## config.mk

```make
export PLATFORM = sky130hd
export DESIGN_NAME = flmc_mode_ctrl
export DESIGN_NICKNAME = d
export VERILOG_FILES = /design/src/flmc_pkg.sv /design/src/flmc_mode_ctrl.sv
export VERILOG_INCLUDE_DIRS = /design/src
export SDC_FILE = /design/constraint.sdc
export NUM_CORES = 1
export LEC_CHECK = 0
export BUFFER_PORTS_ARGS = -buffer_cell sky130_fd_sc_hd__buf_4
export CAP_MARGIN = 40
export CORE_AREA = 5 5 110 112
export CTS_CLUSTER_DIAMETER = 150
export DETAILED_ROUTE_END_ITERATION = 10
export DIE_AREA = 0 0 115 117
export SLEW_MARGIN = 20
export SYNTH_ARGS = -nofsm -noshare
export SYNTH_HDL_FRONTEND = slang
export SYNTH_SLANG_ARGS = --single-unit
```

## constraint.sdc

```tcl
create_clock -name clock -period 2.4 [get_ports clock]
set_clock_uncertainty 0.1 [all_clocks]
set_input_delay 0.12 -clock clock [delete_from_list [all_inputs] [get_ports clock]]
set_output_delay 0.12 -clock clock [all_outputs]
set_load 0.05 [all_outputs]
```

## src/flmc_cfg.svh

```systemverilog
`ifndef FLMC_CFG_SVH
`define FLMC_CFG_SVH
// status register bit positions
`define FLMC_BIT_SHORT 0
`define FLMC_BIT_OVERHEAT 2
`define FLMC_BIT_EXCESS 3
`define FLMC_BIT_WARN 4
`define FLMC_BIT_OPEN 5
`define FLMC_BIT_RUN 6
`define FLMC_STAT_RESET 8'h00
// timing in ns and derived cycle counts at 4 ns
`define FLMC_CLK_NS 4
`define FLMC_POR_NS 1000
`define FLMC_POR_CYC ((`FLMC_POR_NS + `FLMC_CLK_NS - 1) / `FLMC_CLK_NS)
`define FLMC_CHARGE_NS 360000
`define FLMC_CHARGE_CYC (`FLMC_CHARGE_NS / `FLMC_CLK_NS)
`define FLMC_ATNPULSE_NS 11000
`define FLMC_ATNPULSE_CYC ((`FLMC_ATNPULSE_NS + `FLMC_CLK_NS - 1) / `FLMC_CLK_NS)
`endif

```

## src/flmc_pkg.sv

```systemverilog
package flmc_pkg;
    typedef enum logic [2:0] {
        FLMC_POR = 3'b000,
        FLMC_CHECK = 3'b100,
        FLMC_SHUT = 3'b101,
        FLMC_READY = 3'b111,
        FLMC_FLASH = 3'b110,
        FLMC_TORCH = 3'b011
    } flmc_mode_type;
endpackage

```

## src/flmc_mode_ctrl.sv

```systemverilog
`include "flmc_cfg.svh"
// Function
// - at start-up set short flag, charge output ~360 us, clear flag on 100 mV
// - threshold never reached: flag stays high, attention low, converter stays off
// - short flag clears when host reads the status register
// - four fault flags latch, pull attention low, clear only on status read
// - flash-running flag follows flash state live, never drives attention
// - open, excess, overheat, short flags force ready; warning does not
// - power-on: ~1 us reset, ignore inputs, defaults, float pins, sample address
// - shutdown keeps only serial alive; entered from reset or power bit clear
// - power bit and thermistor enable both set close thermistor switch
// - ready: converter off, LED disconnected, aux LED allowed only here
// - ready from standby, flash end by pin, arm clear or zero, torch clear
// - pin timing: flash lasts the pin pulse; repeated strobes give repeated flashes
// - time-out counter accumulates flash time; command write reloads it
// - time-out clears arm and running flag, goes ready, pulls attention low
// - arm-bit control: host holds pin high; time-out still enforced
// - soft trigger: with pin held high, command write with arm bit starts the flash
// - on time-out: end flash, clear running flag, attention low 11 us, ready
// - running flag high throughout flash mode
module flmc_mode_ctrl #(
    parameter int TW = 16,
    parameter int CHARGE_CYC = `FLMC_CHARGE_CYC,
    parameter int ATN_CYC = `FLMC_ATNPULSE_CYC
) (
    input wire logic clock,
    input wire logic rstn,
    input wire logic flash_trigger_pin,
    input wire logic addrSelPin,
    input wire logic outputAbove100mV,
    input wire logic openLedDet,
    input wire logic ledTempWarnDet,
    input wire logic ledTempExcessDet,
    input wire logic chipOverheatDet,
    input wire logic power_up_bit,
    input wire logic thermistor_enable,
    input wire logic torch_enable_bit,
    input wire logic cmdWrite,
    input wire logic cmdArm,
    input wire logic [TW-1:0] cmdTimeout,
    input wire logic tickTimeout,
    input wire logic statusRead,
    output logic [7:0] statusData,
    output logic trigger_arm_bit,
    output logic slaveAddrSel,
    output logic chargeEnable,
    output logic converterEnable,
    output logic ledConnect,
    output logic auxAllowed,
    output logic thermistor_switch,
    output logic attention_n_out,
    output logic attention_n_oe,
    output logic sdaHoldOff,
    output flmc_pkg::flmc_mode_type mode
);
    import flmc_pkg::*;

    localparam int POR_CYC = `FLMC_POR_CYC;
    localparam int CW = $clog2(CHARGE_CYC + 1);

    // ----------------------------------------------------------------
    // trigger pin synchroniser
    // ----------------------------------------------------------------
    logic [2:0] trigSync_q;
    logic trigLevel_q;
    always_ff @(posedge clock or negedge rstn) begin
        if (!rstn) begin
            trigSync_q <= 3'h0;
            trigLevel_q <= 1'b0;
        end else begin
            trigSync_q <= {trigSync_q[1:0], flash_trigger_pin};
            if (trigSync_q[1] == trigSync_q[2]) begin
                trigLevel_q <= trigSync_q[2];
            end
        end
    end
    logic trigRise;
    logic trigLevelD_q;
    always_ff @(posedge clock or negedge rstn) begin
        if (!rstn) begin
            trigLevelD_q <= 1'b0;
        end else begin
            trigLevelD_q <= trigLevel_q;
        end
    end
    assign trigRise = trigLevel_q && !trigLevelD_q;

    // ----------------------------------------------------------------
    // power-on reset timer and start-up check
    // ----------------------------------------------------------------
    flmc_mode_type mode_q;
    logic [9:0] porCnt_q;
    logic [CW-1:0] chargeCnt_q;
    logic checkFailed_q;
    logic timeoutHit;
    always_ff @(posedge clock or negedge rstn) begin
        if (!rstn) begin
            porCnt_q <= 10'h000;
            slaveAddrSel <= 1'b0;
        end else if (mode_q == FLMC_POR) begin
            porCnt_q <= porCnt_q + 10'h001;
            slaveAddrSel <= addrSelPin;
        end
    end
    always_ff @(posedge clock or negedge rstn) begin
        if (!rstn) begin
            chargeCnt_q <= '0;
            checkFailed_q <= 1'b0;
        end else if (mode_q == FLMC_CHECK) begin
            chargeCnt_q <= chargeCnt_q + CW'(1);
            if (!outputAbove100mV && chargeCnt_q == CW'(CHARGE_CYC - 1)) begin
                checkFailed_q <= 1'b1;
            end
        end
    end

    // ----------------------------------------------------------------
    // latched status flags, cleared by a read; set wins
    // ----------------------------------------------------------------
    logic [4:0] setEv;
    logic [4:0] flags_q;
    logic shortSet;
    assign shortSet = (mode_q == FLMC_POR && porCnt_q == 10'(POR_CYC - 1))
        || (mode_q == FLMC_CHECK && !outputAbove100mV);
    assign setEv = {openLedDet, ledTempWarnDet, ledTempExcessDet, chipOverheatDet, 1'b0};
    always_ff @(posedge clock or negedge rstn) begin
        if (!rstn) begin
            flags_q <= 5'h00;
        end else begin
            for (int i = 1; i < 5; i++) begin
                if (mode_q != FLMC_POR && setEv[i]) begin
                    flags_q[i] <= 1'b1;
                end else if (statusRead) begin
                    flags_q[i] <= 1'b0;
                end
            end
            if (shortSet || checkFailed_q) begin
                flags_q[0] <= 1'b1;
            end else if (statusRead || (mode_q == FLMC_CHECK && outputAbove100mV)) begin
                flags_q[0] <= 1'b0;
            end
        end
    end
    logic forceReady;
    assign forceReady = flags_q[4] | flags_q[2] | flags_q[1] | flags_q[0];

    // ----------------------------------------------------------------
    // time-out counter and arm bit
    // ----------------------------------------------------------------
    logic [TW-1:0] timeLeft_q;
    logic inFlash;
    assign inFlash = (mode_q == FLMC_FLASH);
    assign timeoutHit = inFlash && tickTimeout && timeLeft_q <= TW'(1);
    always_ff @(posedge clock or negedge rstn) begin
        if (!rstn) begin
            timeLeft_q <= '0;
        end else if (cmdWrite) begin
            timeLeft_q <= cmdTimeout;
        end else if (inFlash && tickTimeout && timeLeft_q != '0) begin
            timeLeft_q <= timeLeft_q - TW'(1);
        end
    end
    always_ff @(posedge clock or negedge rstn) begin
        if (!rstn) begin
            trigger_arm_bit <= 1'b0;
        end else if (cmdWrite) begin
            trigger_arm_bit <= cmdArm;
        end else if (timeoutHit || (inFlash && timeLeft_q == '0)) begin
            trigger_arm_bit <= 1'b0;
        end else if (mode_q == FLMC_SHUT) begin
            trigger_arm_bit <= 1'b0;
        end
    end

    // ----------------------------------------------------------------
    // mode sequencer
    // ----------------------------------------------------------------
    always_ff @(posedge clock or negedge rstn) begin
        if (!rstn) begin
            mode_q <= FLMC_POR;
        end else begin
            case (mode_q)
                FLMC_POR: begin
                    if (porCnt_q == 10'(POR_CYC - 1)) mode_q <= FLMC_CHECK;
                end
                FLMC_CHECK: begin
                    // a failed check still moves on, but checkFailed_q keeps it in shutdown
                    if (outputAbove100mV || checkFailed_q) mode_q <= FLMC_SHUT;
                end
                FLMC_SHUT: begin
                    if (power_up_bit && !checkFailed_q) mode_q <= FLMC_READY;
                end
                FLMC_READY: begin
                    if (!power_up_bit) mode_q <= FLMC_SHUT;
                    else if (trigger_arm_bit && trigLevel_q && timeLeft_q != '0 && !forceReady)
                        mode_q <= FLMC_FLASH;
                    else if (torch_enable_bit && !forceReady) mode_q <= FLMC_TORCH;
                end
                FLMC_FLASH: begin
                    if (!power_up_bit) mode_q <= FLMC_SHUT;
                    else if (!trigLevel_q || !trigger_arm_bit || timeoutHit
                        || timeLeft_q == '0 || forceReady)
                        mode_q <= FLMC_READY;
                end
                FLMC_TORCH: begin
                    if (!power_up_bit) mode_q <= FLMC_SHUT;
                    else if (!torch_enable_bit || forceReady) mode_q <= FLMC_READY;
                end
                default: mode_q <= FLMC_POR;
            endcase
        end
    end
    assign mode = mode_q;

    // ----------------------------------------------------------------
    // attention pulse and outputs
    // ----------------------------------------------------------------
    logic [11:0] atnCnt_q;
    always_ff @(posedge clock or negedge rstn) begin
        if (!rstn) begin
            atnCnt_q <= 12'h000;
        end else if (timeoutHit) begin
            atnCnt_q <= 12'(ATN_CYC);
        end else if (atnCnt_q != 12'h000) begin
            atnCnt_q <= atnCnt_q - 12'h001;
        end
    end
    logic atnActive;
    assign atnActive = (flags_q != 5'h00) || (atnCnt_q != 12'h000);
    assign attention_n_out = 1'b0;
    assign attention_n_oe = (mode_q != FLMC_POR) && atnActive;
    assign sdaHoldOff = (mode_q == FLMC_POR);
    assign statusData = {1'b0, inFlash, flags_q[4:1], 1'b0, flags_q[0]};
    assign chargeEnable = (mode_q == FLMC_CHECK) && !checkFailed_q;
    assign converterEnable = (mode_q == FLMC_FLASH) || (mode_q == FLMC_TORCH);
    assign ledConnect = converterEnable;
    assign auxAllowed = (mode_q == FLMC_READY);
    assign thermistor_switch = power_up_bit && thermistor_enable && mode_q != FLMC_POR;
endmodule

```

==> results_dict.tcl <==
set metrics [dict create \
    crit_required_ns 2.57 \
    fin_cells 599 \
    core_um2 11130 \
    fin_nets 489 \
    viasPerCell 4.878 \
    ys_ff_latch 70 \
    final_common_cell "dfrtp_1" \
    clock-sinks 70 \
    status "complete, no violations" \
    holdPathEnd "trigger_arm_bit$_DFFE_PN0P_" \
    overflow 0 \
    cp-end-kind "register" \
    slew_headroom_pct 57.49 \
    antennaDiodeCount 0 \
    die_y_um 117 \
    post_drt_wl_per_cell_um 14.03 \
    crit_chain "inv_1 -> ha_1 -> nor4b_1 -> nand4_2 -> buf_4 -> and4_1 -> a211oi_2 -> a32o_2" \
    grt_pass1_vias 2945 \
    worstRegToRegCells 8 \
    ys.warnings.count 0 \
    power.density_nw_per_um2 741.1 \
    rr_endpoint "mode[0]$_DFFE_PN0P_" \
    drtPass1Iterations 4 \
    reg2reg_from "timeLeft_q[0]$_DFFE_PN0P_" \
    cts_made_buffers 9 \
    finalCritPeriodShare_pct 91.60 \
    max_freq_mhz 454.9 \
    switching_power_uw 1188 \
    multi_input_area_um2 1861 \
    drv_cap 0 \
    fin_area_um2 4833 \
    final_max_slew_viol_count 0 \
    initial_core_util_pct 33.59 \
    syn_avg_cell_area_um2 10.24 \
    async_flop_share_pct 100.0 \
    setup_tns_ns 0 \
    drt_iter0_markers 73 \
    fill_cells 1072 \
    dominantRegCellSynth "dfrtp_1" \
    setup_slack_ns 0.2016 \
    ant_nets 0 \
    whs_path_depth 3 \
    worst_pin_slew_ns 0.6327 \
    drc_errors 0 \
    cts_tree "built" \
    cp_top_family "simple AND/OR/NAND/NOR gates" \
    synth_edf_count 0 \
    grt_usage_pct 13.17 \
    io_buffer_count 49 \
    vdd_drop_max_uv 338.8 \
    crit_fanout 10 \
    dp.cells 557 \
    syn_inst 365 \
    p_total_uw 3582 \
    cts.clk_slew.worst_paths_ns 0.06 \
    dp_hpwl_um 6228 \
    syn2layout_area_growth_pct 29.33 \
    p_comb_share_pct 24.2 \
    clock_latency_ns 0.33 \
    max_stage_delay_ns 0.41 \
    grt_pass1_wl_um 13990 \
    ff2ff_setup_slack_ns 0.20 \
    yosysUniqueCellTypes 63 \
    switching_share_pct 33.18 \
    synth_seq_area_share_pct 46.87 \
    rsz0062_at_grt "false" \
    layout_min_cycle_time_ns 2.198 \
    die_w_um 115 \
    drive_above_1_share_pct 23.03 \
    path_class "reg -> reg" \
    hold_violations 0 \
    crit_buf_inv 2 \
    ioPinCount 53 \
    setup_viol 0 \
    seqCellArea_um2 1752 \
    pwr-share-clk_pct 33.5 \
    syn_area_um2 3737 \
    die_area_um2 13460 \
    wirelength_um 8401 \
    cp-start-kind "register" \
    dpl_worst_slack_ns 0.1274 \
    p_leak_uw 0.002061 \
    vias 2922 \
    cts.path.max_buffers 2 \
    antenna_found_initial 0 \
    cts_max_level 3 \
    intPower_uw 2394 \
    mostFrequentLayoutCells "dfrtp_1, buf_4, nand2_1, xor2_1, dlygate4sd3_1" \
    globalplace.congestion 0.8132 \
    root_buffer "clkbuf_16" \
    seq_power_share_pct 42.3 \
    cp_slowest_cell "dfrtp_1" \
    grt_max_degree 45 \
    min_path_type "in -> reg" \
    rows 39 \
    hp-start "cmdArm" \
    post_dp_cell_area_um2 4302 \
    worst_ep_arrival_time_ns 2.37 \
]
## timing repair
item | in CTS | in global routing
buffers inserted | 0 | 2
setup endpoints to repair | 0 | 3
resized for setup | 0 | 2
hold buffers | 24 | 0
endpoints found under the hold margin | 93 | 0
## per-stage QoR
step	hold WS [ns]	util (%)
after global placement	0.1357	38.42
after detailed placement	-0.03327	38.66
after floorplan	-0.2756	-
final	0.02846	43.44
after CTS	0.02332	43.23
after global routing	0.03412	43.44
## kinds of logic (layout without fill, tap and decap cells)
logic type                 count (synthesis)  count (layout)  synth area share [%]
and+or+nand+nor                          157             157                 25.04
DFF                                       70              70                 46.87
AOI/OAI and AO/OA                         56              56                 9.943
xor gates and xnor gates                  46              46                 10.78
buffers and inverters                     25             114                 4.118
adders and majority gates                  7               7                 2.276
muxes                                      3               3                0.8704
other                                      1               3                0.1003
## how the worst max path moves through the flow
stage	start	end	slack (ns)	depth (start not counted)
floorplan	mode[2]$_DFFE_PN0P_	attention_n_oe	-0.004	4
global route	timeLeft_q[0]$_DFFE_PN0P_	mode[2]$_DFFE_PN0P_	0.05	8
detailed placement	timeLeft_q[0]$_DFFE_PN0P_	mode[0]$_DFFE_PN0P_	0.13	7
CTS	atnCnt_q[4]$_DFFE_PN0P_	attention_n_oe	0.04	5
finish	timeLeft_q[0]$_DFFE_PN0P_	mode[0]$_DFFE_PN0P_	0.20	8
global placement	timeLeft_q[0]$_DFFE_PN0P_	mode[0]$_DFFE_PN0P_	0.23	7
## sequential cells by signal (all words and copies together), names as in the netlist
register and cells:
atnCnt_q 12, trigLevel_q 1, slaveAddrSel 1, trigger_arm_bit 1
mode 3, flags_q 5, porCnt_q 10, chargeCnt_q 17
trigSync_q 3, checkFailed_q 1, timeLeft_q 16
## Yosys cell counts, drive strengths merged (2+ instances only)
library cell  count  area share (%)
nand2            47             4.7
o221ai            2            0.47
ha                6             2.0
nor3             10             1.3
xnor2            22             5.2
nand3            14             2.0
and3              4            0.70
nand4            10             2.2
or3               5            0.87
a31oi             2            0.33
mux2              2            0.60
and2              3            0.50
nand3b            2            0.40
a21oi             6            0.80
a22o              4            0.94
o21ai            24             3.2
xor2             24             5.6
nand4b            3            0.70
or4               3            0.70
buf              11             2.7
a41o              2            0.57
nor4b             5             1.5
or2               3            0.50
a211oi            6             1.3
nor2             25             2.9
o31ai             2            0.40
nor2b             4            0.67
nor4             11             2.8
clkbuf            3            0.30
nor3b             2            0.40
inv              10             1.0
dfrtp            70              47
and4              3            0.74
## per-layer routing
metal	vias to the layer above	global-route usage, %	share of wire, %
li1	1458	-	-
met1	1403	17.66	47
met2	48	21.03	48
met3	13	2.725	3.8
met4	0	5.086	1.6
met5	-	0	0
## power by group through the flow
stage	clock network, µW	logic, µW	registers [µW]
6_report	1200	867	1510
3_3_place_gp	0	821	1520
5_1_grt	1290	945	1540
2_1_floorplan	0	527	1590
3_5_place_dp	0	843	1530
4_1_cts	1240	878	1510
## worst register-to-register path, stage by stage (launching register included)
cell and delay [ns]:
dfrtp_1 0.41, inv_1 0.11, ha_1 0.20, nor4b_1 0.34, nand4_2 0.13, buf_4 0.20, and4_1 0.20, a211oi_2 0.25
a32o_2 0.20
## final cells by class
class                           count  share of cell area (%)
Clock buffer                       10                   4.737
Clock inverter                      6                  0.8025
Inverter                           11                  0.8543
Multi-Input combinational cell    272                   38.49
Sequential cell                    70                   36.24
Tap cell                          143                   3.702
Timing Repair Buffer               87                   15.17
Note: power is estimated with default switching activity, not from simulation.
